`config.mk`:
```
export PLATFORM = sky130hd
export DESIGN_NAME = wut_top
export DESIGN_NICKNAME = d
export VERILOG_FILES = /design/src/hw/wut_pkg.sv /design/src/hw/wut_prescale.sv /design/src/hw/wut_top.sv
export SDC_FILE = /design/constraint.sdc
export NUM_CORES = 1
export LEC_CHECK = 0
export ABC_AREA = 1
export BUFFER_PORTS_ARGS = -buffer_cell sky130_fd_sc_hd__buf_2
export CAP_MARGIN = 5
export CORE_ASPECT_RATIO = 0.9
export CORE_UTILIZATION = 50
export CTS_CLUSTER_SIZE = 30
export DETAILED_ROUTE_END_ITERATION = 7
export GPL_TIMING_DRIVEN = 0
export PLACE_DENSITY = 0.74
export SYNTH_ARGS = -nofsm -noshare
export SYNTH_HDL_FRONTEND = slang
export SYNTH_HIERARCHICAL = 1
export SYNTH_SLANG_ARGS = --single-unit
```
`constraint.sdc`:
```
create_clock -name mclk -period 2.4 [get_ports mclk]
set_clock_uncertainty 0.1 [all_clocks]
set_input_delay 0.48 -clock mclk [delete_from_list [all_inputs] [get_ports mclk]]
set_output_delay 0.48 -clock mclk [all_outputs]
set_load 0.05 [all_outputs]
```
`src/hw/wut_pkg.sv`:
```
// Package: register map, field layout and shared types of the wake-up timer
package wut_pkg;

    // ==========================================================
    // Register indexes (byte address is four times the index)
    localparam logic [7:0] IDX_CONTROL = 8'h23;
    localparam logic [7:0] IDX_RELOAD_HIGH = 8'h24;
    localparam logic [7:0] IDX_RELOAD_LOW = 8'h25;
    localparam logic [7:0] IDX_COUNT_HIGH = 8'h26;
    localparam logic [7:0] IDX_COUNT_LOW = 8'h27;
    localparam logic [7:0] IDX_IRQ_STATUS = 8'h30;
    localparam logic [7:0] IDX_IRQ_MASK = 8'h31;

    // ==========================================================
    // Control register field positions
    localparam int BIT_RUNNING = 7;
    localparam int BIT_RUN_CHANGE_ENABLE = 6;
    localparam int BIT_AUTO_TRIM = 5;
    localparam int BIT_AUTO_CARD_DETECT = 4;
    localparam int BIT_AUTO_RELOAD = 3;
    localparam int BIT_AUTO_EXIT_SLEEP = 2;
    localparam int BIT_CLOCK_SELECT_LSB = 0;

    // Interrupt status / mask bit positions
    localparam int IRQ_BIT_UNDERFLOW = 0;
    localparam int IRQ_BIT_CARD_FOUND = 1;
    localparam int IRQ_BITS = 2;

    // ==========================================================
    // Reset values
    localparam logic [7:0] RST_CONTROL = 8'h00;
    localparam logic [7:0] RST_RELOAD_BYTE = 8'h00;
    localparam logic [1:0] RST_IRQ = 2'h0;

    // ==========================================================
    // Prescale divide ratios for clock select codes 0..3
    localparam logic [5:0] DIV_SEL0 = 6'h01;
    localparam logic [5:0] DIV_SEL1 = 6'h08;
    localparam logic [5:0] DIV_SEL2 = 6'h10;
    localparam logic [5:0] DIV_SEL3 = 6'h20;

    // Persistent control settings
    typedef struct packed {
        logic auto_trim;
        logic auto_card_detect;
        logic auto_reload;
        logic auto_exit_sleep;
        logic [1:0] clock_select;
    } wut_ctrl_s;

    localparam wut_ctrl_s RST_CTRL_FIELDS = '0;

    // Card detection sequence
    typedef enum logic [1:0] {
        CD_IDLE,
        CD_FIELD,
        CD_RESULT
    } wut_cd_e;

    function automatic logic [5:0] wut_div_len(input logic [1:0] sel);
        case (sel)
            2'h0: wut_div_len = DIV_SEL0;
            2'h1: wut_div_len = DIV_SEL1;
            2'h2: wut_div_len = DIV_SEL2;
            default: wut_div_len = DIV_SEL3;
        endcase
    endfunction

endpackage

```
`src/hw/wut_prescale.sv`:
```
// Prescaler turning oscillator ticks into wake-up timer count ticks
`timescale 1ns/1ps
`default_nettype none
module wut_prescale (
    // Clock and control
    input wire logic mclk,
    input wire logic srst,
    input wire logic ce,
    // Oscillator tick and setup
    input wire logic lfo_tick,
    input wire logic [1:0] clock_select,
    input wire logic running,
    // Count tick
    output logic tick
);

    // ==========================================================
    // Divider
    logic [5:0] div_cnt;
    wire logic [5:0] div_len = wut_pkg::wut_div_len(clock_select);
    wire logic div_last = (div_cnt >= div_len - 6'h01);

    // Restart the divider while idle so each period begins whole
    always_ff @(posedge mclk) begin
        if (srst) begin
            div_cnt <= 6'h00;
            tick <= 1'b0;
        end else if (ce) begin
            tick <= 1'b0;
            if (!running) begin
                div_cnt <= 6'h00;
            end else if (lfo_tick) begin
                if (div_last) begin
                    div_cnt <= 6'h00;
                    tick <= 1'b1;
                end else begin
                    div_cnt <= div_cnt + 6'h01;
                end
            end
        end
    end

endmodule
`default_nettype wire

```
`src/hw/wut_top.sv`:
```
// Wake-up timer with Avalon-MM registers, card detect and interrupt
//
// Overview of operation
// - Control bit 7 reads whether timer runs
// - Run bit writes take effect only with bit 6 set
// - Auto-trim starts oscillator trimming at underflow
// - Auto card-detect starts detection at underflow when none is in progress
// - Card found raises interrupt; none found sleeps when auto-exit-sleep is set
// - Card-detect mode reloads at underflow, no gap
// - RF field on while third timer counts
// - Auto-reload reloads value and keeps counting
// - Without auto-reload or auto card-detect, halt at zero, clear running
// - Every underflow sets the underflow interrupt flag
// - Auto-exit-sleep wakes chip at every underflow
// - Clock select divides oscillator by 1/8/16/32
// - Start loads counter from 16-bit reload word
// - Reload writes affect only the next start or underflow reload
// - Live count readable as high, low bytes
//
// The Avalon-MM slave port was decided locally.
`timescale 1ns/1ps
`default_nettype none
module wut_top #(
    parameter int COUNT_WIDTH = 16
) (
    // Clock, reset, enable
    input wire logic mclk,
    input wire logic srst,
    input wire logic ce,
    // Avalon-MM slave
    input wire logic [7:0] address,
    input wire logic read,
    input wire logic write,
    input wire logic [3:0] byteenable,
    input wire logic [31:0] writedata,
    output logic [31:0] readdata,
    output logic waitrequest,
    // Oscillator and neighbouring blocks
    input wire logic lfo_tick,
    input wire logic field_timer_done,
    input wire logic card_result_valid,
    input wire logic card_found,
    input wire logic trim_done,
    // Events and controls towards neighbours
    output logic underflow_pulse,
    output logic trim_start,
    output logic card_detect_start,
    output logic rf_field_on,
    output logic wake_req,
    output logic sleep_req,
    output logic irq
);

    // ==========================================================
    // Register state
    wut_pkg::wut_ctrl_s ctrl;
    logic running;
    logic [7:0] reload_high;
    logic [7:0] reload_low;
    logic [COUNT_WIDTH-1:0] count;
    logic [wut_pkg::IRQ_BITS-1:0] irq_status;
    logic [wut_pkg::IRQ_BITS-1:0] irq_mask;
    wut_pkg::wut_cd_e cd_state;
    logic tick;

    // ==========================================================
    // Bus decode
    wire logic req = read | write;
    wire logic acc = req & ~waitrequest & ce;
    wire logic wr_acc = acc & write & byteenable[0];
    wire logic [7:0] word_idx = {2'b00, address[7:2]};
    wire logic sel_ctrl = (word_idx == wut_pkg::IDX_CONTROL);
    wire logic sel_rhi = (word_idx == wut_pkg::IDX_RELOAD_HIGH);
    wire logic sel_rlo = (word_idx == wut_pkg::IDX_RELOAD_LOW);
    wire logic sel_chi = (word_idx == wut_pkg::IDX_COUNT_HIGH);
    wire logic sel_clo = (word_idx == wut_pkg::IDX_COUNT_LOW);
    wire logic sel_ist = (word_idx == wut_pkg::IDX_IRQ_STATUS);
    wire logic sel_imk = (word_idx == wut_pkg::IDX_IRQ_MASK);
    wire logic ctrl_wr = wr_acc & sel_ctrl;
    wire logic [7:0] wbyte = writedata[7:0];
    wire logic run_change = ctrl_wr & wbyte[wut_pkg::BIT_RUN_CHANGE_ENABLE];
    wire logic start_now = run_change & wbyte[wut_pkg::BIT_RUNNING];

    wire logic [COUNT_WIDTH-1:0] reload_word =
        COUNT_WIDTH'({reload_high, reload_low});
    wire logic [15:0] count16 = 16'(count);

    // Change-enable reads back zero: it is write-only
    wire logic [7:0] ctrl_rd = {running, 1'b0, ctrl.auto_trim,
        ctrl.auto_card_detect, ctrl.auto_reload,
        ctrl.auto_exit_sleep, ctrl.clock_select};

    wire logic [7:0] rd_mux =
        sel_ctrl ? ctrl_rd :
        sel_rhi ? reload_high :
        sel_rlo ? reload_low :
        sel_chi ? count16[15:8] :
        sel_clo ? count16[7:0] :
        sel_ist ? {6'h00, irq_status} :
        sel_imk ? {6'h00, irq_mask} : 8'h00;

    // ==========================================================
    // Avalon handshake: one wait cycle, data sampled into a flop
    always_ff @(posedge mclk) begin
        if (srst) begin
            waitrequest <= 1'b1;
            readdata <= 32'h0000_0000;
        end else if (ce) begin
            if (req && waitrequest) begin
                waitrequest <= 1'b0;
                readdata <= read ? {24'h00_0000, rd_mux} : 32'h0000_0000;
            end else begin
                waitrequest <= 1'b1;
            end
        end
    end

    // ==========================================================
    // Settings and reload bytes
    always_ff @(posedge mclk) begin
        if (srst) begin
            ctrl <= wut_pkg::RST_CTRL_FIELDS;
            reload_high <= wut_pkg::RST_RELOAD_BYTE;
            reload_low <= wut_pkg::RST_RELOAD_BYTE;
            irq_mask <= wut_pkg::RST_IRQ;
        end else if (ce) begin
            if (ctrl_wr) begin
                ctrl <= wut_pkg::wut_ctrl_s'(wbyte[5:0]);
            end
            // Only the holding bytes change here, not the count
            if (wr_acc && sel_rhi) begin
                reload_high <= wbyte;
            end
            if (wr_acc && sel_rlo) begin
                reload_low <= wbyte;
            end
            if (wr_acc && sel_imk) begin
                irq_mask <= wbyte[wut_pkg::IRQ_BITS-1:0];
            end
        end
    end

    // ==========================================================
    // Prescaler
    wut_prescale u_prescale (
        .mclk(mclk),
        .srst(srst),
        .ce(ce),
        .lfo_tick(lfo_tick),
        .clock_select(ctrl.clock_select),
        .running(running),
        .tick(tick)
    );

    // ==========================================================
    // Countdown
    wire logic at_last = (count <= COUNT_WIDTH'(1));
    wire logic uf = ce & running & tick & at_last & ~run_change;
    wire logic keep_going = ctrl.auto_reload | ctrl.auto_card_detect;

    always_ff @(posedge mclk) begin
        if (srst) begin
            running <= 1'b0;
            count <= '0;
        end else if (ce) begin
            if (run_change) begin
                running <= wbyte[wut_pkg::BIT_RUNNING];
                if (start_now) begin
                    count <= reload_word;
                end
            end else if (uf) begin
                if (keep_going) begin
                    count <= reload_word;
                end else begin
                    count <= '0;
                    running <= 1'b0;
                end
            end else if (running && tick) begin
                count <= count - COUNT_WIDTH'(1);
            end
        end
    end

    // ==========================================================
    // Card detection sequence
    wire logic cd_launch = uf & ctrl.auto_card_detect &
        (cd_state == wut_pkg::CD_IDLE);
    wire logic cd_done = (cd_state == wut_pkg::CD_RESULT) & card_result_valid;
    wire logic card_ev = cd_done & card_found;
    // Sleep only when asked; otherwise chip stays active
    wire logic go_sleep = ctrl.auto_exit_sleep &
        ((cd_done & ~card_found) | trim_done);

    always_ff @(posedge mclk) begin
        if (srst) begin
            cd_state <= wut_pkg::CD_IDLE;
            rf_field_on <= 1'b0;
        end else if (ce) begin
            case (cd_state)
                wut_pkg::CD_IDLE: begin
                    if (cd_launch) begin
                        cd_state <= wut_pkg::CD_FIELD;
                        rf_field_on <= 1'b1;
                    end
                end
                wut_pkg::CD_FIELD: begin
                    if (field_timer_done) begin
                        cd_state <= wut_pkg::CD_RESULT;
                        rf_field_on <= 1'b0;
                    end
                end
                wut_pkg::CD_RESULT: begin
                    if (card_result_valid) begin
                        cd_state <= wut_pkg::CD_IDLE;
                    end
                end
                default: begin
                    cd_state <= wut_pkg::CD_IDLE;
                    rf_field_on <= 1'b0;
                end
            endcase
        end
    end

    // ==========================================================
    // Event pulses
    always_ff @(posedge mclk) begin
        if (srst) begin
            underflow_pulse <= 1'b0;
            trim_start <= 1'b0;
            card_detect_start <= 1'b0;
            wake_req <= 1'b0;
            sleep_req <= 1'b0;
        end else if (ce) begin
            underflow_pulse <= uf;
            trim_start <= uf & ctrl.auto_trim;
            card_detect_start <= cd_launch;
            wake_req <= uf & ctrl.auto_exit_sleep;
            sleep_req <= go_sleep;
        end
    end

    // ==========================================================
    // Interrupts: a new event wins over a same-cycle clear
    wire logic [wut_pkg::IRQ_BITS-1:0] irq_set = {card_ev, uf};
    wire logic [wut_pkg::IRQ_BITS-1:0] irq_clr =
        (wr_acc & sel_ist) ? wbyte[wut_pkg::IRQ_BITS-1:0] : '0;

    always_ff @(posedge mclk) begin
        if (srst) begin
            irq_status <= wut_pkg::RST_IRQ;
            irq <= 1'b0;
        end else if (ce) begin
            irq_status <= (irq_status & ~irq_clr) | irq_set;
            irq <= |(irq_status & irq_mask);
        end
    end
endmodule
`default_nettype wire

```
==> results of run 1 <==
==> cell usage in the layout (no fill, tap or decap), types with 3 or more instances in the layout <==
cell type	synthesis	routed
inv_2	5	5
a21oi_1	56	56
nand2_2	8	8
buf_6	3	3
dfxtp_1	68	68
nor3_1	3	3
buf_2	1	41
clkbuf_8	0	10
clkinv_2	1	4
o21ai_1	20	20
xor2_1	5	5
inv_1	77	77
ha_1	7	7
clkbuf_1	6	6
nand3b_1	3	3
nor2_1	80	80
nand3_1	57	57
nand2_4	3	3
nor2_4	4	4
nand2_1	127	127
nand4_1	4	4
buf_4	26	26
a21oi_2	10	10
o21ai_0	38	38
conb_1	2	25
nor2_2	6	6
xnor2_1	3	3
==> cell families (layout without fill, tap and decap cells) <==
| group | after synthesis | count (layout) | share of synthesized area |
|---|---|---|---|
| DFF | 68 | 68 | 0.327 |
| xor gates and xnor gates | 8 | 8 | 0.0168 |
| other | 2 | 25 | 0.00180 |
| buffers and inverters | 120 | 175 | 0.138 |
| and+or+nand+nor | 301 | 301 | 0.326 |
| adders and majority gates | 7 | 7 | 0.0210 |
| AOI/OAI and AO/OA | 130 | 130 | 0.170 |
==> power by group <==
group	switching, W	leakage, nW	total [W]	internal [W]
logic	0.000182	1.73	0.000247	0.0000642
clock network	0.000451	0.0979	0.000948	0.000497
registers	0.00000386	0.548	0.00113	0.00113
==> per-stage QoR <==
| stage | area, um2 | worst slack, ns | total power [W] | hold slack [ns] |
|---|---|---|---|---|
| after floorplan | 4250 | 0.545 | 0.00135 | 0.339 |
| after global placement | 4580 | 0.0861 | 0.00140 | 0.340 |
| final | 4770 | 0.217 | 0.00233 | 0.259 |
| after detailed placement | 4580 | 0.0674 | 0.00140 | 0.355 |
| after global routing | 4770 | 0.0729 | 0.00241 | 0.265 |
| after CTS | 4770 | 0.273 | 0.00234 | 0.239 |
==> path summary, 6_finish.rpt <==
check                           startpoint                            endpoint  slack, ns  cells after the start
setup / recovery     count[1]$_SDFFE_PP0P_              count[14]$_SDFFE_PP0P_       0.22                     11
hold / removal                        srst  u_prescale/div_cnt[5]$_SDFFE_PP0P_       0.26                      2
setup reg to reg     count[1]$_SDFFE_PP0P_              count[14]$_SDFFE_PP0P_       0.22                     11
hold reg to reg   readdata[5]$_SDFFE_PP0P_            readdata[5]$_SDFFE_PP0P_       0.36                      2
==> area by class of cell <==
class / instances / area, um2
inverters: 83 / 313
multi-input cells: 471 / 2320
well taps: 99 / 124
repair buffers: 40 / 200
fillers: 786 / 3300
plain buffers: 37 / 260
clock inverters: 5 / 52.6
flip-flops and latches: 68 / 1360
clock buffers: 10 / 138
==> routing by layer <==
| metal | vias up | part of all wire | wire (um) |
|---|---|---|---|
| li1 | 2141 | - | - |
| met1 | 1911 | 0.46 | 5320 |
| met2 | 231 | 0.42 | 4860 |
| met3 | 24 | 0.093 | 1070 |
| met4 | 0 | 0.020 | 226 |
| met5 | - | 0 | 0 |
==> critical path, delay by kind of cell (launching register included) <==
kind            cells  cell delay (ns)
compound gates      1             0.28
fa+ha+maj           1             0.22
buf+inv             3             0.38
flops               1             0.35
simple gates        6             0.78
==> flip-flops by register name, indices dropped and copies added (netlist names), 2 cells and up <==
signal              cells
reload_low              8
readdata                8
irq_status              2
cd_state                2
u_prescale/div_cnt      6
count                  16
irq_mask                2
ctrl                    6
reload_high             8
==> impl_metrics.ini, run 1 <==
[run_status]
status = complete, no violations

[die]
num_rows = 31
core-area_mm2 = 0.00807
die-area_mm2 = 0.00870
initial_utilization = 0.516
die_w_um = 98.2
pin_count = 94
die_h_um = 88.6

[sta]
hold_viol = 0
fin_tns_setup_ns = 0
finalCriticalPeriod_ns = 2.18
slew_violations = 0
worst_pin_slew_ns = 0.714
fmax_mhz = 458
relSlewSlack = 0.520
period_share = 0.909
rsz0062_at_grt = no
setup_viol = 0

[worst_setup_path]
crit_path_cell_trace = inv_1 -> ha_1 -> nor2_1 -> nor2_1 -> nand3_1 -> o21ai_2 -> buf_4 -> nand2_1 -> nand3_1 -> nand2_1 -> inv_1
cp_max_fo = 10
crit_slowest_cell = dfxtp_1
worst_setup_path_start_kind = flip-flop
cp.arrival_ns = 2.38
worstPathRequired_ns = 2.60
cp_slowest_stage_delay_ns = 0.35
endpoint_kind = flip-flop
critPathKind = reg -> reg

[cts]
insertion_delay_ns = 0.35
clock_path_buffers = 2
cts_hold_buf = 0
clock-sinks = 68
h-tree-depth = 3
cts.root.buffer_cell = clkbuf_8
cts_setup_buffers = 0
clkTransAtPathRegs_ns = 0.08
tritoncts = built
cts_buffers = 9
cts_resized = 0

[route]
vias = 4307
wl_um = 11500
wl_per_cell_um = 14.1
drc = 0
viasPerCell = 5.30
drt-pass1-iter-count = 7
antenna_left = 0
first_iter_violations = 411

[logic_synthesis]
async_reset_ff_frac = 0
synth_commonest_cells = nand2_1 (127), nor2_1 (80), inv_1 (77)
ys_ff_latch = 68
synth_top_area_frac = 0.327
syn_avg_cell_area_um2 = 6.55
yosysWarnings = 6
syn_inst = 636
synth_area_leaders = dfxtp_1 (33%), nand2_1 (11%), nor2_1 (7.2%)
ys_seq_area_frac = 0.327
yosysMostFrequentCell = nand2_1
ys.flop_type = dfxtp_1
synth_cell_types = 37
yosysTopAreaCell = dfxtp_1
synthesis.area_mm2 = 0.00417
synth-edff-count = 0

[cells_and_area]
drive_gt1_frac = 0.182
finish.net_count = 771
syn_to_final_growth_pct = 14.4
diodes = 0
final_cells = 813
finish.utilization = 0.591

[power]
vdd.ir_drop.worst_v = 0.000360
power_density_mw_per_mm2 = 489
leakage_nw = 2.37

[global_routing]
busiest_layer = met2
overflow = 0
grt.met2_usage = 0.406
use_met1 = 0.381
antenna_found_initial = 0
gr-usage-all-layers = 0.269
grt_pass1_vias = 3631
grt_start_max_net_pins = 12
gr-usage-met3 = 0.0616
grt_pass1_wl_um = 17900

[place]
dp_cells = 798
gp_congestion = 1.00
io_buffer_count = 40
dpl.hpwl_um = 8960

[job]
maxCapViolations = 0

[min_path]
min_path_type = in -> reg
(Power assumes the default switching activity.)
==> inputs of run 2 (changes only) <==
--- a/config.mk
+++ b/config.mk
@@ -14,6 +14,7 @@
 export DETAILED_ROUTE_END_ITERATION = 7
 export GPL_TIMING_DRIVEN = 0
 export PLACE_DENSITY = 0.74
+export REMOVE_ABC_BUFFERS = 1
 export SYNTH_ARGS = -nofsm -noshare
 export SYNTH_HDL_FRONTEND = slang
 export SYNTH_HIERARCHICAL = 1
==> run 2 against run 1 <==
The flow now finishes with violations (design-rule violations). Combinational power down 15%. Register-to-register slack better by 0.02 ns. Cell count fell by 4.4%. Sequential cell count unchanged. Power decreased by 4.1%. First-iteration DRC count decreased by 48%. Cell area fell by 5.4%. Worst setup slack gained 0.017 ns. Clock-buffer cell count stayed put. Critical path type unchanged. Critical endpoint is now count[2]$_SDFFE_PP0P_. Largest cell class unchanged. Highest routed layer unchanged.
==> impl_metrics.ini, run 2 (synthesis results as in run 1) <==
[power]
leakage_nw = 2.19
power_density_mw_per_mm2 = 495
vdd.ir_drop.worst_v = 0.000356
power_w = 0.00223

[cells_and_area]
largest_reg_flops = 16
final_common_cell = nand2_1
syn_to_final_growth_pct = 8.26
finish.net_count = 734
regMostFlops = count
mostFrequentLayoutCells = nand2_1 (127), nor2_1 (79), inv_1 (77)
drive_gt1_frac = 0.150
finish.utilization = 0.559
diodes = 0

[sta]
slew_violations = 0
fmax_mhz = 462
relSlewSlack = 0.230
setup_viol = 0
holdWs_ns = 0.289
finalCriticalPeriod_ns = 2.17
fin_tns_setup_ns = 0
worst_slack_ns = 0.234
worst_pin_slew_ns = 1.15
rsz0062_at_grt = no
hold_viol = 0
period_share = 0.903

[cts]
cts.root.buffer_cell = clkbuf_8
clock_path_buffers = 2
cts_buffers = 9
h-tree-depth = 3
clkTransAtPathRegs_ns = 0.08
cts_hold_buf = 0
cts_resized = 0
clock-sinks = 68
insertion_delay_ns = 0.36
cts_setup_buffers = 0
tritoncts = built

[route]
antenna_left = 0
viasPerCell = 5.32
first_iter_violations = 214
drc = 3
drt-pass1-iter-count = 8
wl_per_cell_um = 13.3
wl_um = 10400
vias = 4133

[run_status]
violations = design-rule violations
status = finished, violations left

[global_routing]
antenna_found_initial = 0
overflow = 0
gr-usage-all-layers = 0.242
grt_pass1_wl_um = 16400
grt_pass1_vias = 3428
grt_start_max_net_pins = 43

[worst_setup_path]
cp_max_fo = 13
worst_setup_path_start_kind = flip-flop
cp.arrival_ns = 2.36
worstPathRequired_ns = 2.59
critPathKind = reg -> reg
endpoint_kind = flip-flop

[die]
die_w_um = 98.2
core-area_mm2 = 0.00807
initial_utilization = 0.516
die-area_mm2 = 0.00870
pin_count = 94
die_h_um = 88.6
num_rows = 31

[place]
dpl.hpwl_um = 7730
pre_cts_slack_ns = -0.185
gp_congestion = 0.879
io_buffer_count = 40

[job]
maxCapViolations = 0

[min_path]
min_path_type = in -> reg
==> run 2: changes by cell type in the layout (fill, tap and decap cells not counted), moves of 2 or more <==
cell | previous run | this run
buf_4 | 26 | 0
clkbuf_1 | 6 | 0
buf_6 | 3 | 0
clkinv_2 | 4 | 2
inv_6 | 0 | 2
==> run 2: path summary, 6_finish.rpt <==
check                           start                     endpoint  slack, ns  cells past startpoint
min                      writedata[4]  reload_high[4]$_SDFFE_PP0P_       0.29                      3
min reg2reg  rf_field_on$_SDFFE_PP0P_     rf_field_on$_SDFFE_PP0P_       0.35                      2
max             count[0]$_SDFFE_PP0P_        count[2]$_SDFFE_PP0P_       0.23                     10
max reg2reg     count[0]$_SDFFE_PP0P_        count[2]$_SDFFE_PP0P_       0.23                     10
==> run 2: through the flow <==
step	cells	area, um2
floorplan	622	3990
global placement	761	4320
detailed placement	761	4320
CTS	777	4500
global route	777	4510
finish	777	4510
==> run 2: layer usage <==
metal | vias to the layer above | wire length (um) | global-route usage
met5 | - | 0 | 0
met4 | 0 | 83 | 0.0516
met3 | 15 | 740 | 0.0577
met2 | 154 | 4620 | 0.392
met1 | 1886 | 4910 | 0.331
li1 | 2078 | - | -
==> run 2: critical path, cell delays in order (launching register included) <==
cell and delay (ns):
dfxtp_1 0.37, inv_1 0.11, ha_1 0.21, nor2_1 0.06
nor2_1 0.19, nand3_1 0.22, o21ai_4 0.44, inv_1 0.11
nor2_1 0.17, nor2_1 0.06, nor2_1 0.07
==> run 2: report_power, final <==
part / leakage [nW] / internal, W / switching [W]
Sequential: 0.548 / 0.00113 / 0.00000324
Combinational: 1.55 / 0.0000344 / 0.000175
Clock: 0.0893 / 0.000410 / 0.000481
==> run 2: cell type report <==
class / count / area [um2]
Sequential cell: 68 / 1360
Multi-Input combinational cell: 471 / 2330
Timing Repair Buffer: 40 / 200
Tap cell: 99 / 124
Clock buffer: 10 / 138
Fill cell: 817 / 3560
Inverter: 83 / 313
Clock inverter: 6 / 46.3
==> inputs of run 3 (changes only) <==
--- a/config.mk
+++ b/config.mk
@@ -5,7 +5,6 @@
 export SDC_FILE = /design/constraint.sdc
 export NUM_CORES = 1
 export LEC_CHECK = 0
-export ABC_AREA = 1
 export BUFFER_PORTS_ARGS = -buffer_cell sky130_fd_sc_hd__buf_2
 export CAP_MARGIN = 5
 export CORE_ASPECT_RATIO = 0.9
==> run 3 against run 2 <==
The run ends with negative setup slack left. Worst setup slack worse by 0.28 ns. Worst hold slack better by 0.0084 ns. Synthesized cell count decreased by 28%. Power rose by 12%. Routed wire length shrank 4.3%. Cell count is 24% lower. Synthesized area shrank 6.3%. Global-route usage increased by 0.95 points.
==> impl_metrics.ini, run 3 <==
[cts]
h-tree-depth = 3
tritoncts = built
clkTransAtPathRegs_ns = 0.08
cts.root.buffer_cell = clkbuf_8
clock-sinks = 68
cts_buffers = 9
clock_path_buffers = 2
insertion_delay_ns = 0.36

[cells_and_area]
regMostFlops = count
mostFrequentLayoutCells = dfxtp_1 (64), nor2_1 (44), buf_2 (38)
finish.net_count = 553
final_common_cell = dfxtp_1
drive_gt1_frac = 0.229
syn_to_final_growth_pct = 13.9
design_area_mm2 = 0.00444
finish.utilization = 0.589
fillCellCount = 645
diodes = 0
largest_reg_flops = 16

[die]
die_w_um = 95.1
die-area_mm2 = 0.00816
core-area_mm2 = 0.00754
initial_utilization = 0.517
pin_count = 94
die_h_um = 85.8
num_rows = 30

[logic_synthesis]
synth_commonest_cells = dfxtp_1 (68), nor2_1 (47), nand2_1 (37)
ys_seq_area_frac = 0.349
yosysTopAreaCell = dfxtp_1
async_reset_ff_frac = 0
syn_avg_cell_area_um2 = 8.58
syn_inst = 455
synth_area_leaders = dfxtp_1 (35%), mux2i_1 (5.1%), buf_4 (4.6%)
synthesis.area_mm2 = 0.00390
synth_top_area_frac = 0.349
yosysMostFrequentCell = dfxtp_1
ys.flop_type = dfxtp_1
yosysWarnings = 6
synth_cell_types = 65
synth-edff-count = 0
ys_ff_latch = 68

[place]
dpl.hpwl_um = 6700
gp_congestion = 0.903
io_buffer_count = 40
dpl_cell_area_mm2 = 0.00400

[worst_setup_path]
ff2ff_path_depth = 6
worst_setup_path_start_kind = flip-flop
cp_max_fo = 7
worstPathRequired_ns = 2.57
cp.arrival_ns = 2.61
cp_slowest_stage_delay_ns = 0.59
cpMostUsedCell = or4_4
crit_path_cell_trace = or4_4 -> or4_4 -> o31ai_4 -> buf_6 -> a221oi_1 -> a211oi_1
crit_slowest_cell = or4_4
critPathKind = reg -> reg
endpoint_kind = flip-flop

[sta]
worst_pin_slew_ns = 0.666
hold_viol = 0
slew_violations = 0
worst_slack_ns = -0.0442
relSlewSlack = 0.556
fin_tns_setup_ns = -0.135
holdWs_ns = 0.297
period_share = 1.02
rsz0062_at_grt = yes
fmax_mhz = 409
finalCriticalPeriod_ns = 2.44
setup_viol = 5

[route]
first_iter_violations = 339
wl_um = 9910
viasPerCell = 6.05
drc = 0
wl_per_cell_um = 16.7
vias = 3589
drt-pass1-iter-count = 5
antenna_left = 0

[min_path]
holdPathStages = 3
min_path_type = in -> reg

[job]
maxCapViolations = 0

[global_routing]
grt_pass1_vias = 3248
grt_start_max_net_pins = 58
grt_pass1_wl_um = 15800
gr-usage-all-layers = 0.251
antenna_found_initial = 0
overflow = 0

[run_status]
status = finished, violations left
violations = negative setup slack

[power]
vdd.ir_drop.worst_v = 0.000511
leakage_nw = 1.78
power_density_mw_per_mm2 = 565
-- run 3: cell type report --
type                       instances  area [um2]  area share
multi-input combinational        342        2330       0.525
sequential                        68        1370       0.308
timing repair buffer              49         288      0.0648
clock buffer                      10         138      0.0310
tap                               96         120      0.0270
clock inverter                     6         111      0.0251
inverter                          22        82.6      0.0186
-- run 3: per-stage QoR --
stage               std cells  setup WS [ns]  total power, W
floorplan                 432         -0.353         0.00128
finish                    593        -0.0442         0.00251
global placement          568          -1.28         0.00135
detailed placement        569          -1.07         0.00135
CTS                       592       -0.00190         0.00251
global route              593         -0.126         0.00258
-- run 3: cells by family after synthesis --
| family | Yosys count | share of synthesized area |
|---|---|---|
| other | 2 | 0.00192 |
| buffers and inverters | 68 | 0.106 |
| and+or+nand+nor | 163 | 0.222 |
| DFF | 68 | 0.349 |
| AOI/OAI and AO/OA | 118 | 0.219 |
| muxes | 29 | 0.0802 |
| adders and majority gates | 7 | 0.0224 |
-- run 3: worst paths after layout --
path	slack (ns)	startpoint	endpoint
worst max-delay path	-0.04	count[7]$_SDFFE_PP0P_	count[0]$_SDFFE_PP0P_
worst min-delay path	0.30	writedata[2]	ctrl[2]$_SDFFE_PP0P_
worst max register to register	-0.04	count[7]$_SDFFE_PP0P_	count[0]$_SDFFE_PP0P_
worst min register to register	0.35	readdata[4]$_SDFFE_PP0P_	readdata[4]$_SDFFE_PP0P_
-- run 3: what timing repair did --
item | CTS | global route
pin swaps | 5 | 4
gates resized for setup | 21 | 9
endpoints found under the setup margin | 33 | 32
hold buffers | 0 | 0
buffers inserted | 7 | 1
-- run 3: routing by layer --
metal	track usage	vias up	part of all wire
met5	0	-	0
met4	0.0923	0	0.030
met3	0.0576	28	0.069
met2	0.394	161	0.47
met1	0.336	1697	0.44
li1	-	1703	-
-- run 3: report_power, final --
| part | internal, W | total (W) | switching (W) |
|---|---|---|---|
| Sequential | 0.00113 | 0.00113 | 0.00000206 |
| Clock | 0.000718 | 0.00118 | 0.000461 |
| Combinational | 0.0000346 | 0.000200 | 0.000165 |
-- run 3: worst max-delay path, delay by kind of cell, from the launching register on --
family                 cells  cell delay, ns
DFF                        1            0.32
AOI/OAI and AO/OA          3            0.59
and+or+nand+nor            2            1.16
buffers and inverters      1            0.18
